--- src/pkg/lbus_pkg.sv ---
/*
  Package for the processor local bus cycle handshake: widths, depths, burst length
  and controller states.
  Assumes one synchronous core clock shared by all users of the package.
*/
`default_nettype none
package lbus_pkg;
  localparam int unsigned ADDR_W     = 32;
  localparam int unsigned DATA_W     = 32;
  localparam int unsigned BE_W       = 4;
  localparam int unsigned WBUF_DEPTH = 4;
  localparam int unsigned WBUF_PTR_W = 2;
  localparam int unsigned WBUF_CNT_W = 3;
  localparam int unsigned BURST_LEN  = 4;
  localparam int unsigned BEAT_W     = 2;
  localparam int unsigned WORD_OFS_LO = 2;
  localparam logic [BEAT_W-1:0] BEAT_LAST = 2'h3;
  localparam logic [BEAT_W-1:0] BEAT_ZERO = 2'h0;
  localparam logic [WBUF_CNT_W-1:0] WBUF_FULL_CNT = 3'h4;
  localparam logic [WBUF_CNT_W-1:0] WBUF_EMPTY_CNT = 3'h0;
  localparam logic [WBUF_CNT_W-1:0] WBUF_ONE = 3'h1;
  localparam logic [WBUF_PTR_W-1:0] PTR_ONE = 2'h1;

  // Bus controller states: idle, first clock, second clock and wait clocks.
  typedef enum logic [1:0] {
    ST_IDLE,
    ST_T1,
    ST_T2
  } bus_state_t;
endpackage : lbus_pkg
`default_nettype wire

--- src/hw/wbuf_fifo.sv ---
/*
  Posted-write buffer holding address, data and byte enables of pending writes.
  Assumes the bus controller pops the head only when its write cycle completes.
*/
`timescale 1ns/1ps
`default_nettype none
module wbuf_fifo (
  input  wire logic                          core_clk,
  input  wire logic                          rst_n,
  input  wire logic                          push,
  input  wire logic [lbus_pkg::ADDR_W-1:0]   push_addr,
  input  wire logic [lbus_pkg::DATA_W-1:0]   push_data,
  input  wire logic [lbus_pkg::BE_W-1:0]     push_be,
  input  wire logic                          pop,
  output logic [lbus_pkg::ADDR_W-1:0]        head_addr,
  output logic [lbus_pkg::DATA_W-1:0]        head_data,
  output logic [lbus_pkg::BE_W-1:0]          head_be,
  output logic                               empty,
  output logic                               full
);
  import lbus_pkg::*;

  logic [ADDR_W-1:0]     addr_mem [WBUF_DEPTH];
  logic [DATA_W-1:0]     data_mem [WBUF_DEPTH];
  logic [BE_W-1:0]       be_mem   [WBUF_DEPTH];
  logic [WBUF_PTR_W-1:0] wr_ptr_q;
  logic [WBUF_PTR_W-1:0] rd_ptr_q;
  logic [WBUF_CNT_W-1:0] cnt_q;
  logic                  do_push;
  logic                  do_pop;

  // Push is refused when full; pop is ignored when empty.
  assign do_push = push && (cnt_q != WBUF_FULL_CNT);
  assign do_pop  = pop && (cnt_q != WBUF_EMPTY_CNT);
  assign empty   = (cnt_q == WBUF_EMPTY_CNT);
  assign full    = (cnt_q == WBUF_FULL_CNT);
  assign head_addr = addr_mem[rd_ptr_q];
  assign head_data = data_mem[rd_ptr_q];
  assign head_be   = be_mem[rd_ptr_q];

  // Storage array, written at the tail.
  always_ff @(posedge core_clk) begin
    if (do_push) begin
      addr_mem[wr_ptr_q] <= push_addr;
      data_mem[wr_ptr_q] <= push_data;
      be_mem[wr_ptr_q]   <= push_be;
    end
  end

  // Pointers and occupancy.
  always_ff @(posedge core_clk or negedge rst_n) begin
    if (!rst_n) begin
      wr_ptr_q <= '0;
      rd_ptr_q <= '0;
      cnt_q    <= WBUF_EMPTY_CNT;
    end else begin
      if (do_push) wr_ptr_q <= wr_ptr_q + PTR_ONE;
      if (do_pop)  rd_ptr_q <= rd_ptr_q + PTR_ONE;
      if (do_push && !do_pop) cnt_q <= cnt_q + WBUF_ONE;
      else if (do_pop && !do_push) cnt_q <= cnt_q - WBUF_ONE;
    end
  end
endmodule : wbuf_fifo
`default_nettype wire

--- src/hw/lbus_cycle_ctrl.sv ---
/*
  Processor-side local bus cycle controller: runs non-burst reads, four-beat burst
  line fills and write-through writes drained from a four-entry posted-write buffer.
  Assumes the external memory controller answers synchronously to core_clk and keeps
  its own handshake and DRAM sequencing duties.
*/
`timescale 1ns/1ps
`default_nettype none
module lbus_cycle_ctrl (
  input  wire logic                        core_clk,
  input  wire logic                        arst_n,
  // Core request side.
  input  wire logic                        rd_req,
  input  wire logic                        rd_burst_ok,
  input  wire logic [lbus_pkg::ADDR_W-1:0] rd_addr,
  output logic                             rd_ack,
  output logic                             rd_data_valid,
  output logic [lbus_pkg::DATA_W-1:0]      rd_data,
  output logic                             rd_done,
  input  wire logic                        wr_req,
  input  wire logic [lbus_pkg::ADDR_W-1:0] wr_addr,
  input  wire logic [lbus_pkg::DATA_W-1:0] wr_data,
  input  wire logic [lbus_pkg::BE_W-1:0]   wr_be,
  output logic                             wr_ready,
  // External bus side.
  output logic                             addr_strobe_n,
  output logic [lbus_pkg::ADDR_W-1:0]      bus_addr,
  output logic [lbus_pkg::BE_W-1:0]        bus_be_n,
  output logic                             bus_write,
  output logic [lbus_pkg::DATA_W-1:0]      bus_data_out,
  output logic                             bus_data_oe,
  input  wire logic [lbus_pkg::DATA_W-1:0] bus_data_in,
  input  wire logic                        cycle_done_n,
  input  wire logic                        burst_done_n,
  output logic                             last_transfer_n
);
  import lbus_pkg::*;

  logic                  rst_meta_q;
  logic                  rst_n;
  bus_state_t            state_q;
  logic [BEAT_W-1:0]     beat_q;
  logic                  is_burst_q;
  logic                  wb_empty;
  logic                  wb_full;
  logic [ADDR_W-1:0]     wb_addr;
  logic [DATA_W-1:0]     wb_data;
  logic [BE_W-1:0]       wb_be;
  logic                  wb_pop;
  logic                  done_seen;
  logic                  burst_seen;
  logic                  cyc_end;
  logic                  start_wr;
  logic                  start_rd;
  logic                  wr_push;
  logic [WBUF_CNT_W-1:0] occ_q;
  logic [WBUF_CNT_W-1:0] occ_d;

  ////////////////////////////////////////////////////////////////////////////////
  // Reset release through two flip-flops.
  always_ff @(posedge core_clk or negedge arst_n) begin
    if (!arst_n) begin
      rst_meta_q <= 1'b0;
      rst_n      <= 1'b0;
    end else begin
      rst_meta_q <= 1'b1;
      rst_n      <= rst_meta_q;
    end
  end

  ////////////////////////////////////////////////////////////////////////////////
  // Posted writes enter the buffer whenever it has room.
  assign wr_push = wr_req && !wb_full;

  wbuf_fifo u_wbuf (
    .core_clk  (core_clk),
    .rst_n     (rst_n),
    .push      (wr_push),
    .push_addr (wr_addr),
    .push_data (wr_data),
    .push_be   (wr_be),
    .pop       (wb_pop),
    .head_addr (wb_addr),
    .head_data (wb_data),
    .head_be   (wb_be),
    .empty     (wb_empty),
    .full      (wb_full)
  );

  // Shadow of the buffer occupancy one clock ahead, so ready needs nothing inside the buffer.
  always_comb begin
    occ_d = occ_q;
    if (wr_push && !wb_pop) begin
      occ_d = occ_q + WBUF_ONE;
    end else if (wb_pop && !wr_push) begin
      occ_d = occ_q - WBUF_ONE;
    end
  end

  // Occupancy register, counting exactly the pushes and pops the buffer accepts.
  always_ff @(posedge core_clk or negedge rst_n) begin
    if (!rst_n) occ_q <= WBUF_EMPTY_CNT;
    else        occ_q <= occ_d;
  end

  // Ready registered from the next occupancy so the output comes from a flip-flop.
  always_ff @(posedge core_clk or negedge rst_n) begin
    if (!rst_n) wr_ready <= 1'b0;
    else        wr_ready <= (occ_d != WBUF_FULL_CNT);
  end

  ////////////////////////////////////////////////////////////////////////////////
  // Done strobes are only looked at from the second clock on, every clock.
  assign done_seen  = (state_q == ST_T2) && !cycle_done_n;
  assign burst_seen = (state_q == ST_T2) && !burst_done_n && !bus_write;
  // A cycle ends on cycle_done_n, or on burst_done_n at the last beat or when no burst.
  assign cyc_end = done_seen ||
                   (burst_seen && (!is_burst_q || beat_q == BEAT_LAST)) ||
                   ((state_q == ST_T2) && bus_write && !burst_done_n);
  // Writes drain ahead of reads so every write reaches memory in order.
  assign start_wr = (state_q == ST_IDLE) && !wb_empty;
  assign start_rd = (state_q == ST_IDLE) && wb_empty && rd_req;
  assign wb_pop   = (state_q == ST_T2) && bus_write && cyc_end;

  // Bus state machine: T1 presents address, T2 repeats until completion.
  always_ff @(posedge core_clk or negedge rst_n) begin
    if (!rst_n) begin
      state_q <= ST_IDLE;
    end else begin
      unique case (state_q)
        ST_IDLE: begin
          if (start_wr || start_rd) state_q <= ST_T1;
        end
        ST_T1: begin
          state_q <= ST_T2;
        end
        ST_T2: begin
          if (cyc_end) state_q <= ST_IDLE;
        end
        // The fourth code of the state register is unused; recover to idle.
        default: begin
          state_q <= ST_IDLE;
        end
      endcase
    end
  end

  // Cycle attributes and burst beat count.
  always_ff @(posedge core_clk or negedge rst_n) begin
    if (!rst_n) begin
      is_burst_q <= 1'b0;
      beat_q     <= BEAT_ZERO;
    end else if (state_q == ST_IDLE) begin
      beat_q <= BEAT_ZERO;
      if (start_rd) is_burst_q <= rd_burst_ok;
      else          is_burst_q <= 1'b0;
    end else if (burst_seen && !cyc_end) begin
      is_burst_q <= is_burst_q;
      beat_q     <= beat_q + 2'h1;
    end else if (done_seen) begin
      is_burst_q <= 1'b0;
    end
  end

  // Address, direction and write data driven for the whole cycle.
  always_ff @(posedge core_clk or negedge rst_n) begin
    if (!rst_n) begin
      addr_strobe_n <= 1'b1;
      bus_addr      <= '0;
      bus_be_n      <= '1;
      bus_write     <= 1'b0;
      bus_data_out  <= '0;
      bus_data_oe   <= 1'b0;
    end else begin
      addr_strobe_n <= !(start_wr || start_rd);
      if (start_wr) begin
        bus_addr     <= wb_addr;
        bus_be_n     <= ~wb_be;
        bus_write    <= 1'b1;
        bus_data_out <= wb_data;
        bus_data_oe  <= 1'b1;
      end else if (start_rd) begin
        bus_addr    <= rd_addr;
        bus_be_n    <= '0;
        bus_write   <= 1'b0;
        bus_data_oe <= 1'b0;
      end else if (burst_seen && !cyc_end) begin
        // Advance the word address by one per beat, wrapping inside the line.
        bus_addr[WORD_OFS_LO +: BEAT_W] <= bus_addr[WORD_OFS_LO +: BEAT_W] + 2'h1;
      end else if (state_q == ST_T2 && cyc_end) begin
        bus_data_oe <= 1'b0;
        bus_write   <= 1'b0;
      end
    end
  end

  // Burst capability: high in the second clock of a burst-capable read, low on its final beat and in non-burst reads and writes.
  always_ff @(posedge core_clk or negedge rst_n) begin
    if (!rst_n) begin
      last_transfer_n <= 1'b1;
    end else if (start_rd) begin
      last_transfer_n <= rd_burst_ok;
    end else if (start_wr) begin
      last_transfer_n <= 1'b0;
    end else if (burst_seen && !cyc_end) begin
      last_transfer_n <= (beat_q + 2'h1 != BEAT_LAST);
    end else if (done_seen) begin
      last_transfer_n <= 1'b1;
    end
  end

  // Read data returned to the cache one word per completing clock.
  always_ff @(posedge core_clk or negedge rst_n) begin
    if (!rst_n) begin
      rd_data_valid <= 1'b0;
      rd_data       <= '0;
      rd_done       <= 1'b0;
      rd_ack        <= 1'b0;
    end else begin
      rd_ack        <= start_rd;
      rd_data_valid <= !bus_write && (done_seen || burst_seen);
      rd_done       <= !bus_write && cyc_end;
      if (!bus_write && (done_seen || burst_seen)) rd_data <= bus_data_in;
    end
  end
endmodule : lbus_cycle_ctrl
`default_nettype wire

--- config.mk ---
export PLATFORM = sky130hd
export DESIGN_NAME = lbus_cycle_ctrl
export DESIGN_NICKNAME = d
export VERILOG_FILES = /design/src/pkg/lbus_pkg.sv /design/src/hw/wbuf_fifo.sv /design/src/hw/lbus_cycle_ctrl.sv
export SDC_FILE = /design/constraint.sdc
export NUM_CORES = 1
export LEC_CHECK = 0
export BUFFER_PORTS_ARGS = -buffer_cell sky130_fd_sc_hd__buf_4
export CAP_MARGIN = 20
export CORE_UTILIZATION = 48
export DETAILED_ROUTE_END_ITERATION = 10
export MAX_ROUTING_LAYER = met4
export PLACE_DENSITY = 0.7
export SKIP_CTS_REPAIR_TIMING = 1
export SYNTH_ARGS = -nofsm -noshare
export SYNTH_HDL_FRONTEND = slang
export SYNTH_HIERARCHICAL = 1
export SYNTH_SLANG_ARGS = --single-unit
--- constraint.sdc ---
create_clock -name core_clk -period 10.7 [get_ports core_clk]
set_input_delay 1.605 -clock core_clk [delete_from_list [all_inputs] [get_ports core_clk]]
set_output_delay 1.605 -clock core_clk [all_outputs]
set_load 0.005 [all_outputs]
* Word-level counts from Yosys, hierarchy flattened
Memory sizes are Yosys's and may differ from the RTL's. A register that Yosys moved wholly into a read port is not among the register bits.
Cells that the tools add are included.
** Storage, ports and cells
- Flip-flop bits (word level) :: 92
- Bits in writable memories :: 272
- Bits of input ports :: 139
- Output and inout port bits :: 108
- Word-level logic and storage cells :: 125
- Memories kept :: 3
** Memories
- u_wbuf.addr_mem :: words 4, bits a word 32, read ports 1, clocked after memory_dff 0, wr ports 1, RTL line wbuf_fifo.sv:23 : logic [ADDR_W-1:0] addr_mem [WBUF_DEPTH];
- u_wbuf.data_mem :: words 4, bits a word 32, read ports 1, clocked after memory_dff 1, wr ports 1, RTL line wbuf_fifo.sv:24 : logic [DATA_W-1:0] data_mem [WBUF_DEPTH];
- u_wbuf.be_mem :: words 4, bits a word 4, read ports 1, clocked after memory_dff 0, wr ports 1, RTL line wbuf_fifo.sv:25 : logic [BE_W-1:0] be_mem [WBUF_DEPTH];
** Operators by class
- Add/sub/neg operators :: 8
- Eq/ne operators :: 11
- Multiplexer cells :: 30
- Bitwise logic cells :: 1
- Reductions and logical operators :: 52
** Operators by type and width (count)
- 32-bit 2-to-1 mux :: 1
- 28-bit 2-to-1 mux :: 1
- 1-bit logical AND :: 21
- 1-bit 2-to-1 mux :: 14
- 2-bit 2-to-1 mux :: 7
- 1-bit zero test :: 13
- 3-bit 2-to-1 mux :: 4
- 3-bit inequality test (second input constant) :: 3
- 3-bit nonzero test :: 3
- 2-bit by 1-bit adder with 2-bit output (second input constant) :: 4
- 4-bit 2-to-1 mux :: 2
- 2-bit nonzero test :: 4
- 3-bit by 1-bit adder with 3-bit output (second input constant) :: 2
- 2-bit inequality test (second input constant) :: 3
- 2-bit case mux with 3 select lines :: 1
- 2-bit AND reduction :: 3
- 3-bit by 1-bit subtractor with 3-bit output (second input constant) :: 2
- 1-bit logical OR :: 5
- 2-bit == test (second input constant) :: 2
- 4-bit NOT :: 1
- 4-bit nonzero test :: 1
- 3-bit == test (second input constant) :: 1
- 3-bit zero test :: 1
- 2-bit by 1-bit == test with 1-bit output (second input constant) :: 1
- 2 further kinds :: 2

* Longest topological paths before layout
Gate-level depths: netlist (run 1).
- Depth in word-level cells :: 11
- Gate-level depth with buffers :: 12
- Gate-level depth less buffers :: 10

* Cells and area by module
Netlist (run 1), hierarchy kept.
** By module, submodules not included
- wbuf_fifo :: instances 1, cells each 392, area an instance 10312.4 sq um, seq. area each 8343.0 sq um
- lbus_cycle_ctrl :: instances 1, cells each 461, area an instance 4968.5 sq um, seq. area each 2935.3 sq um

* Worst setup path after synthesis (run 1)
No wires, ideal clock.
- Path kind :: input port to flip-flop
- From :: input port wr_req
- To :: memory u_wbuf.addr_mem[0][0], enable pin
- Setup time :: 0.433 ns
- Data arrival time :: 3.743 ns
- Required time :: 10.267 ns
- Path slack :: 6.524 ns
- Cell stages on the path :: 5
- Buffers on the path :: 1
- Cells stage by stage :: nand2b_1 inv_1 nor2b_1 buf_2 and2_1
** On the way
- Cells in the longest elaborated chain, start to end :: 4
** Ends and longest elaborated chain
- from (decl) :: RTL line lbus_cycle_ctrl.sv:20 : input wire logic wr_req,
- 1-bit logical AND :: RTL line lbus_cycle_ctrl.sv:73 : assign wr_push = wr_req && !wb_full;
- named net wr_push :: RTL line lbus_cycle_ctrl.sv:55 : logic wr_push;
- 1-bit logical AND :: RTL line wbuf_fifo.sv:33 : assign do_push = push && (cnt_q != WBUF_FULL_CNT);
- named net u_wbuf.do_push :: RTL line wbuf_fifo.sv:29 : logic do_push;
- 1-bit 2-to-1 mux :: RTL line wbuf_fifo.sv:43 : if (do_push) begin
- 1-bit 2-to-1 mux (not written as such) :: RTL line wbuf_fifo.sv:44 : addr_mem[wr_ptr_q] <= push_addr;
- to (decl) :: RTL line wbuf_fifo.sv:23
The timed path passes the listed nets, and every way through them passes these cells.

* Final worst setup path (run 1)
- From :: input port wr_req
- To :: memory u_wbuf.data_mem[3][21], enable pin
** On the way
- Cells in the longest elaborated chain, start to end :: 4
** Ends and longest elaborated chain
- 1-bit logical AND :: RTL line lbus_cycle_ctrl.sv:73
- named net wr_push :: RTL line lbus_cycle_ctrl.sv:55
- 1-bit logical AND :: RTL line wbuf_fifo.sv:33
- 1-bit 2-to-1 mux :: RTL line wbuf_fifo.sv:43
- 1-bit 2-to-1 mux (not written as such) :: RTL line wbuf_fifo.sv:45 : data_mem[wr_ptr_q] <= push_data;
- to (decl) :: RTL line wbuf_fifo.sv:24
The timed path passes the listed nets, and every way through them passes these cells.

==> flow_summary.toml, run 1 <==
[min_path]
hold_path_depth = 0
worstHoldEndpoint = "rst_n$_DFF_PN0_"
min_from = "rst_meta_q$_DFF_PN0_"
worst_hold_path_type = "reg2reg"

[cts]
cts_tree = "done"
cts_buffer_depth = 3
cts-root-buf = "clkbuf_16"
cts_made_buffers = 41
numClockSinks = 396
h-tree-depth = 2
clkTransAtPathRegs_ps = 60
insertion_delay_ps = 530

[status]
status = "finished clean"

[global_routing]
gr-total-overflow = 0
grt_pass1_vias = 8557
grt_max_degree = 73
grt_pass1_wl_mm = 49.4
track_usage_pct = 20.4
antenna_found_initial = 1

[critical_path]
critPathMaxFanout = 68
r2r_slack_ps = 7680
reg2reg_to = "bus_addr[2]$_DFFE_PN0P_"
startpoint_type = "input port"
setup.worst_path.start = "wr_req"
reg2reg_depth = 8
end_kind = "register"
cp.arrival_ps = 3480
timing.rr.start = "u_wbuf/cnt_q[0]$_DFFE_PN0P_"
worstPathRequired_ps = 10840
path_class = "in2reg"

[floorplanning]
fp.dieH_um = 180
core_mm2 = 0.0310
design.die.area_mm2 = 0.0326
pin_count = 247
die_w_um = 180
rows = 64
start_util_pct = 49.3

[synthesis]
synth_seq_cells = 396
yosysSeqAreaShare_pct = 73.8
synth-main-ff-cell = "edfxtp_1"
yosysWarnings = 6
synth-edff-count = 272
synth_top_area_share_pct = 53.5
synthArstFlopShare_pct = 31.3
yosysUniqueCellTypes = 58
syn_area_mm2 = 0.0153
netlist_top_cells_count = "edfxtp_1 (272), dfrtp_1 (118), nand2_1 (110)"
synth_area_leader_cell = "edfxtp_1"
syn_avg_cell_area_um2 = 17.9
synthesis.nets = 1002
yosysMostFrequentCell = "edfxtp_1"
syn_inst = 853
ys_top_cells_by_area = "edfxtp_1 (53%), dfrtp_1 (19%), mux4_2 (10%), nand2_1 (2.7%), mux2_2 (2.4%)"

[route]
drtIter0Drc = 476
via_per_inst = 5.45
num_vias = 8340
wl_per_cell_um = 20.5
drt-total-wl_mm = 31.4
detail_route.first_pass.iterations = 4
drc = 0
ant_nets = 0

[pwr]
p_int_mw = 3.67
power_mw = 5.31
p_comb_share_pct = 30.5
leakage_nw = 7.09
powerDensity_mw_per_mm2 = 287
ir_worst_vdd_v = 0.000199
p_sw_mw = 1.64
switching_share_pct = 30.9
power.share.clock_pct = 23.9
seqPwrFrac_pct = 45.6

[timing]
max_slew.worst_pin.slew_ps = 1110
setup_viol = 0
fin_crit_sh_pct = 31.2
max_slew_margin_pct = 26.3
finalCriticalPeriod_ps = 3340
maxSlewViolCount = 0
fmax_ghz = 0.299
rsz0062_at_grt = "no"
setup-tns-final_ps = 0
finClkSkew_ps = 10.2
finalHoldViolCount = 0

[place]
gp_congestion = 0.779
hpwl_mm = 19.2
dpl.cell_count = 1452
placed_area_mm2 = 0.0173
place.port_buffers = 246

[final_layout]
fin_nets = 1248
n_fill_cell = 2298
areaGrowthSynthToFinish_pct = 21.2
drive_gt1_share_pct = 38.3
finalInstanceArea_mm2 = 0.0185
stdcell_count = 1529

[flow_run]
cap_violations = 0
[how the worst max path moves through the flow]
stage                                             endpoint  depth (start not counted)
after floorplan            u_wbuf/addr_mem[0][0]$_DFFE_PP_                          5
after global placement     u_wbuf/addr_mem[1][7]$_DFFE_PP_                          5
after detailed placement   u_wbuf/addr_mem[3][8]$_DFFE_PP_                          5
after CTS                 u_wbuf/addr_mem[1][10]$_DFFE_PP_                          5
after global routing       u_wbuf/addr_mem[2][9]$_DFFE_PP_                          5
final                     u_wbuf/data_mem[3][21]$_DFFE_PP_                          5
[registers in the layout, summed over array words and instances, names as in the netlist, 2 cells and up]
register and count:
u_wbuf/addr_mem 128, u_wbuf/data_mem 128, bus_addr 32, bus_data_out 32
rd_data 32, u_wbuf/be_mem 16, bus_be_n 4, occ_q 3
u_wbuf/cnt_q 3, beat_q 2, state_q 2, u_wbuf/rd_ptr_q 2
u_wbuf/wr_ptr_q 2
[per-layer routing]
| layer | vias to the layer above | share of wire [%] | wire (um) | GRT usage, % |
|---|---|---|---|---|
| li1 | 3797 | - | - | - |
| met1 | 4229 | 43 | 13500 | 26.6 |
| met2 | 270 | 49 | 15400 | 32.6 |
| met3 | 44 | 5.5 | 1720 | 3.82 |
| met4 | 0 | 2.6 | 811 | 6.43 |
| met5 | - | 0 | 0 | - |
[stage by stage]
stage	util, %	hold WS [ps]	setup WS, ps
6_report	59.8	352	7360
5_1_grt	59.8	367	7210
4_1_cts	59.7	355	7370
3_5_place_dp	55.9	340	6820
3_3_place_gp	55.9	337	6850
2_1_floorplan	-	331	6520
[layout by cell type, fill, tap and decap left out, drive strengths merged, types with 2 or more instances in the layout]
| cell type | instances |
|---|---|
| o22ai | 56 |
| mux2 | 34 |
| ha | 9 |
| clkbuf | 53 |
| edfxtp | 272 |
| dfrtp | 118 |
| a21oi | 39 |
| clkinv | 20 |
| nand2 | 111 |
| o21ai | 15 |
| xor2 | 2 |
| nor3b | 4 |
| clkinvlp | 2 |
| inv | 17 |
| and3 | 2 |
| nor3 | 2 |
| dfstp | 6 |
| or2 | 2 |
| xnor2 | 7 |
| mux4 | 68 |
| buf | 251 |
| and2 | 6 |
| nand3 | 3 |
| nor2 | 7 |
| or3 | 5 |
[power by group through the flow]
stage	combinational, mW	sequential [mW]	clock, mW
6_report	1.62	2.42	1.27
4_1_cts	1.65	2.43	1.30
2_1_floorplan	1.14	2.33	0
3_3_place_gp	1.62	2.44	0
3_5_place_dp	1.64	2.46	0
5_1_grt	1.78	2.48	1.37
[layout make-up]
class,instances,area (um2),share of cell area (%)
clock buffers,53,1070,5.78
inverters,16,60.1,0.324
well taps,396,495,2.68
repair buffers,251,1880,10.2
flip-flops and latches,396,11300,61.0
clock inverters,23,133,0.716
multi-input cells,393,3580,19.3
diodes,1,2.50,0.0135
[logic make-up after synthesis]
kind of cell               synth area share (%)
AOI/OAI and AO/OA                          4.85
muxes                                      12.6
adders and majority gates                 0.868
DFF                                        73.8
other                                    0.0245
xor gates and xnor gates                  0.516
buffers and inverters                      2.87
and+or+nand+nor                            4.51
[critical path, stage by stage]
cell and delay [ps]:
buf_4 80, nand2b_1 120, inv_1 160, nor2b_1 500, and2_4 870
Note: power is estimated with default switching activity, not from simulation.
==> run 2, diff against run 1 <==
--- a/config.mk
+++ b/config.mk
@@ -5,12 +5,13 @@
 export SDC_FILE = /design/constraint.sdc
 export NUM_CORES = 1
 export LEC_CHECK = 0
+export ABC_AREA = 1
 export BUFFER_PORTS_ARGS = -buffer_cell sky130_fd_sc_hd__buf_4
 export CAP_MARGIN = 20
 export CORE_UTILIZATION = 48
 export DETAILED_ROUTE_END_ITERATION = 10
 export MAX_ROUTING_LAYER = met4
-export PLACE_DENSITY = 0.7
+export PLACE_DENSITY = 0.69
 export SKIP_CTS_REPAIR_TIMING = 1
 export SYNTH_ARGS = -nofsm -noshare
 export SYNTH_HDL_FRONTEND = slang
==> constraint.sdc (replaced) <==
create_clock -name core_clk -period 3.1 [get_ports core_clk]
set_input_delay 0.465 -clock core_clk [delete_from_list [all_inputs] [get_ports core_clk]]
set_output_delay 0.465 -clock core_clk [all_outputs]
set_load 0.005 [all_outputs]
==> run 2 against run 1 <==
Net effect: register-to-register slack worse by 7300 ps; non-clock buffer count up 17; first-iteration DRC count increased by 5.7%; sequential power grew to 3.3 times the previous value; total power rose to 3.6 times the previous value; synthesized area rose by 5.3%; via count is 23% higher; routed wire length increased by 8.5%; hold slack worse by 230 ps; largest cell class unchanged.
==> flow_summary.toml, run 2 <==
[global_routing]
grt_pass1_wl_mm = 52.4
antenna_found_initial = 5
gr-total-overflow = 0
met2_usage_pct = 34.8
grt_busiest_layer = "met2"
grt_pass1_vias = 9939
gr-usage-met1_pct = 24.9
grtUsageMet3_pct = 4.15
grt_max_degree = 115
track_usage_pct = 20.6

[final_layout]
drive_gt1_share_pct = 24.0
layout_commonest_cell = "nand2_1"
areaGrowthSynthToFinish_pct = 21.8
final_cell_mix = "nand2_1 (348), edfxtp_1 (272), buf_4 (259)"
n_fill_cell = 2611
fin_nets = 1703
reg.largest.list = "u_wbuf/addr_mem (128), u_wbuf/data_mem (128)"

[critical_path]
path_buf_inv = 4
path_class = "reg2reg"
r2r_slack_ps = 360
cpPeakStageDelay_ps = 420
critPathMaxFanout = 7
cp.arrival_ps = 3140
path_cells = "inv_1 > nand3_1 > inv_1 > nor2_1 > nand2_1 > inv_1 > ha_1 > inv_1 > fa_1 > nand2_1 > nand3_1 > nand2_1 > nand2_1"
cpLargestDelayFamily = "simple AND/OR/NAND/NOR gates"
end_kind = "register"
critPathSlowestCell = "dfrtp_1"
startpoint_type = "register"
worstPathRequired_ps = 3500

[pwr]
power_mw = 19.4
powerDensity_mw_per_mm2 = 988
ir_worst_vdd_v = 0.000589
leakage_nw = 8.51

[timing]
finalCriticalPeriod_ps = 2740
finClkSkew_ps = 29.8
rsz0062_at_grt = "no"
max_slew_margin_pct = 26.9
fin_crit_sh_pct = 88.4
maxSlewViolCount = 0
post-route-worst-setup-slack_ps = 360
setup_viol = 0
max_slew.worst_pin.slew_ps = 1100
finalHoldViolCount = 0
fmax_ghz = 0.365

[synthesis]
ys_top_cells_by_area = "edfxtp_1 (51%), dfrtp_1 (18%), nand2_1 (8.1%), o211ai_1 (6.5%), inv_1 (4.5%)"
synth-main-ff-cell = "edfxtp_1"
syn_area_mm2 = 0.0161
synth_seq_cells = 396
syn_inst = 1308
synthArstFlopShare_pct = 31.3
yosysMostFrequentCell = "nand2_1"
synth_top_area_share_pct = 50.8
synth_area_leader_cell = "edfxtp_1"
yosysUniqueCellTypes = 35
synth-edff-count = 272
netlist_top_cells_count = "nand2_1 (348), edfxtp_1 (272), inv_1 (193)"
syn_avg_cell_area_um2 = 12.3
yosysSeqAreaShare_pct = 70.1
synthesis.nets = 1457
yosysWarnings = 6

[cts]
h-tree-depth = 2
numClockSinks = 396
clkTransAtPathRegs_ps = 60
cts-root-buf = "clkbuf_16"
cts_tree = "done"
cts_buffer_depth = 3
insertion_delay_ps = 540
cts_made_buffers = 41

[min_path]
worst_hold_path_type = "in2reg"

[place]
place_ws_ps = 413
hpwl_mm = 21.6
gp_congestion = 0.795
place.port_buffers = 246

[floorplanning]
fp.dieH_um = 185
start_util_pct = 49.1
core_mm2 = 0.0328
pin_count = 247
die_w_um = 185
design.die.area_mm2 = 0.0342
rows = 66

[route]
drc = 0
ant_nets = 0
num_vias = 10200
drtIter0Drc = 503
detail_route.first_pass.iterations = 4
drt-total-wl_mm = 34.0
via_per_inst = 5.04
wl_per_cell_um = 16.7

[status]
status = "finished clean"

[flow_run]
cap_violations = 0
==> run 2: cell families after synthesis <==
logic type	Yosys count	share of synthesized area, %
AO/OA/AOI/OAI	211	9.12
XOR/XNOR	2	0.109
adder cells (fa/ha/maj)	10	0.825
buffers and inverters	263	8.00
flip-flops	396	70.1
multiplexers	32	2.29
other	1	0.0233
AND/OR/NAND/NOR	393	9.52
==> run 2: worst register-to-register path: stages, from the launching register on <==
cell,delay (ps)
dfrtp_1,420
inv_1,90
nand3_1,170
inv_1,70
nor2_1,360
nand2_1,400
inv_1,170
ha_1,180
inv_1,70
fa_1,390
nand2_1,120
nand3_1,70
nand2_1,70
nand2_1,50
==> run 2: area by class of cell <==
| class | instances | area (um2) | area share [%] |
|---|---|---|---|
| diodes | 5 | 12.5 | 0.0638 |
| clock buffers | 65 | 1200 | 6.10 |
| clock inverters | 10 | 129 | 0.658 |
| inverters | 198 | 753 | 3.84 |
| multi-input cells | 649 | 3550 | 18.1 |
| flip-flops and latches | 396 | 11300 | 57.6 |
| well taps | 442 | 553 | 2.82 |
| repair buffers | 268 | 2110 | 10.8 |
==> run 2: path summary, 6_finish.rpt <==
check	from	end	cells after the start
setup / recovery	u_wbuf/cnt_q[0]$_DFFE_PN0P_	u_wbuf/cnt_q[2]$_DFFE_PN0P_	13
hold / removal	wr_addr[8]	u_wbuf/addr_mem[0][8]$_DFFE_PP_	1
setup reg to reg	u_wbuf/cnt_q[0]$_DFFE_PN0P_	u_wbuf/cnt_q[2]$_DFFE_PN0P_	13
hold reg to reg	rst_n$_DFF_PN0_	rd_data[19]$_DFFE_PN0P_	0
max in group asynchronous	rst_n$_DFF_PN0_	last_transfer_n$_DFFE_PN1P_	1
min in group asynchronous	arst_n	rst_n$_DFF_PN0_	2
==> run 2: stage by stage <==
step	TNS [ps]	hold WS [ps]	util (%)	instance area, um2	instances
floorplan	-72440	169	-	16100	1308
global placement	0	249	55.7	18300	1952
detailed placement	0	250	55.7	18300	1952
CTS	0	-306	59.7	19600	2027
global route	0	110	59.8	19600	2033
finish	0	121	59.8	19600	2033
==> run 2: report_power, final <==
| group | switching [mW] | total, mW | internal, mW |
|---|---|---|---|
| clock | 1.94 | 4.77 | 2.82 |
| combinational | 3.92 | 6.60 | 2.68 |
| sequential | 0.700 | 8.00 | 7.30 |
==> run 2: layer usage <==
layer	part of all wire (%)	vias up	wire length [um]
li1	-	4960	-
met1	42	4935	14500
met2	49	302	16600
met3	6.3	47	2140
met4	2.5	0	855
met5	0	-	0
==> run 3, diff against run 2 <==
--- a/config.mk
+++ b/config.mk
@@ -6,12 +6,13 @@
 export NUM_CORES = 1
 export LEC_CHECK = 0
 export ABC_AREA = 1
-export BUFFER_PORTS_ARGS = -buffer_cell sky130_fd_sc_hd__buf_4
 export CAP_MARGIN = 20
 export CORE_UTILIZATION = 48
+export CTS_CLUSTER_DIAMETER = 30
 export DETAILED_ROUTE_END_ITERATION = 10
+export DONT_BUFFER_PORTS = 1
 export MAX_ROUTING_LAYER = met4
-export PLACE_DENSITY = 0.69
+export PLACE_DENSITY = 0.63
 export SKIP_CTS_REPAIR_TIMING = 1
 export SYNTH_ARGS = -nofsm -noshare
 export SYNTH_HDL_FRONTEND = slang
==> run 3 against run 2 <==
Net effect: hold slack worse by 90 ps; sequential power is 3.0% higher; non-clock buffer count down 179; first-iteration DRC count decreased by 13%; total power increased by 14%; routed wire length is 0.75% lower; clock power increased by 76%; clock skew fell by 10 ps; largest power group is now the clock network.
==> flow_summary.toml, run 3 (synthesis results as in run 2) <==
[status]
status = "finished clean"

[place]
place_ws_ps = 675
placed_area_mm2 = 0.0164
hpwl_mm = 20.1
gp_congestion = 0.794
place.port_buffers = 0

[pwr]
leakage_nw = 8.30
p_int_mw = 14.8
powerDensity_mw_per_mm2 = 1110
p_comb_share_pct = 24.4
ir_worst_vdd_v = 0.000717
p_sw_mw = 7.19
switching_share_pct = 32.7
power_mw = 22.0
power.share.clock_pct = 38.1
seqPwrFrac_pct = 37.5

[global_routing]
grt_pass1_wl_mm = 51.8
grtUsageMet3_pct = 6.74
track_usage_pct = 20.8
gr-total-overflow = 0
grt_busiest_layer = "met2"
met2_usage_pct = 33.7
gr-usage-met1_pct = 23.8
grt_pass1_vias = 9692
antenna_found_initial = 3
grt_max_degree = 154

[route]
via_per_inst = 5.02
detail_route.first_pass.iterations = 7
ant_nets = 0
wl_per_cell_um = 17.5
num_vias = 9702
drt-total-wl_mm = 33.8
drtIter0Drc = 436
drc = 0

[critical_path]
critPathMaxFanout = 32
end_kind = "register"
startpoint_type = "register"
worstPathRequired_ps = 3620
reg2reg_depth = 10
path_class = "reg2reg"
cp.arrival_ps = 2920

[min_path]
hold_path_depth = 1
worst_hold_path_type = "in2reg"

[floorplanning]
rows = 66
core_mm2 = 0.0328
die_w_um = 185
pin_count = 247
fp.dieH_um = 185
design.die.area_mm2 = 0.0342
start_util_pct = 49.1

[timing]
rsz0062_at_grt = "no"
setup-tns-final_ps = 0
fmax_ghz = 0.417
maxSlewViolCount = 0
fin_crit_sh_pct = 77.3
max_slew_margin_pct = 39.0
post-route-worst-setup-slack_ps = 703
setup_viol = 0
finClkSkew_ps = 19.8
max_slew.worst_pin.slew_ps = 913
finalCriticalPeriod_ps = 2400
finalHoldViolCount = 0

[cts]
cts_tree = "done"
cts_buffer_depth = 3
h-tree-depth = 3
insertion_delay_ps = 590
clkTransAtPathRegs_ps = 40
numClockSinks = 396
cts-root-buf = "clkbuf_16"
cts_made_buffers = 84

[final_layout]
final_util_pct = 60.6
layout_commonest_cell = "nand2_1"
n_fill_cell = 2563
reg.largest.list = "u_wbuf/addr_mem (128), u_wbuf/data_mem (128)"
final_cell_mix = "nand2_1 (348), edfxtp_1 (272), inv_1 (193)"
finalInstanceArea_mm2 = 0.0199
areaGrowthSynthToFinish_pct = 23.5
fin_nets = 1567
drive_gt1_share_pct = 13.8

[flow_run]
cap_violations = 0
## run 3: cell types whose count changed in the layout (fill, tap and decap cells not counted), sizes merged
cell | before | now
bufinv | 2 | 4
clkbuf | 65 | 112
inv | 199 | 204
dlygate4sd3 | 1 | 69
buf | 267 | 20
clkinv | 5 | 26
diode | 5 | 3
clkinvlp | 2 | 8
## run 3: per-layer routing
metal / vias up / share of wire (%)
met1: 4627 / 42
li1: 4721 / -
met3: 53 / 7.3
met2: 301 / 49
met5: - / 0
met4: 0 / 2.0
## run 3: cell type report
class / count / area (um2) / share of cell area [%]
flip-flops and latches: 396 / 11300 / 56.8
multi-input cells: 649 / 3550 / 17.9
clock buffers: 112 / 2330 / 11.7
repair buffers: 89 / 986 / 4.96
inverters: 198 / 753 / 3.79
well taps: 442 / 553 / 2.78
clock inverters: 44 / 398 / 2.00
diodes: 3 / 7.51 / 0.0378
## run 3: per-stage QoR
stage	hold WS (ps)	instances
3_3_place_gp	169	1704
4_1_cts	-436	1860
6_report	30.8	1933
5_1_grt	8.86	1933
3_5_place_dp	169	1704
2_1_floorplan	169	1308
## run 3: power by group through the flow
| stage | Combinational, mW | Sequential (mW) | Clock (mW) |
|---|---|---|---|
| 5_1_grt | 6.13 | 8.42 | 8.79 |
| 4_1_cts | 5.36 | 8.27 | 8.52 |
| 3_3_place_gp | 5.16 | 8.30 | 0 |
| 2_1_floorplan | 4.37 | 8.02 | 0 |
| 6_report | 5.38 | 8.24 | 8.38 |
| 3_5_place_dp | 5.33 | 8.34 | 0 |
## run 3: critical path, stage by stage, from the launching register on
cell	delay (ps)
dfrtp_1	410
inv_1	80
nand3_1	170
inv_1	110
nand2_1	110
nor2_4	70
nor2_4	720
inv_2	280
o211ai_1	240
o21ai_1	90
inv_1	50
## run 3: path summary, 6_finish.rpt
path	from	endpoint	slack, ps
max in group asynchronous	rst_n$_DFF_PN0_	addr_strobe_n$_DFF_PN1_	2070
worst min-delay path	bus_data_in[30]	rd_data[30]$_DFFE_PN0P_	30
worst max register to register	u_wbuf/cnt_q[0]$_DFFE_PN0P_	last_transfer_n$_DFFE_PN1P_	700
worst min register to register	rst_n$_DFF_PN0_	bus_data_out[17]$_DFFE_PN0P_	260
worst max-delay path	u_wbuf/cnt_q[0]$_DFFE_PN0P_	last_transfer_n$_DFFE_PN1P_	700
min in group asynchronous	arst_n	rst_n$_DFF_PN0_	130
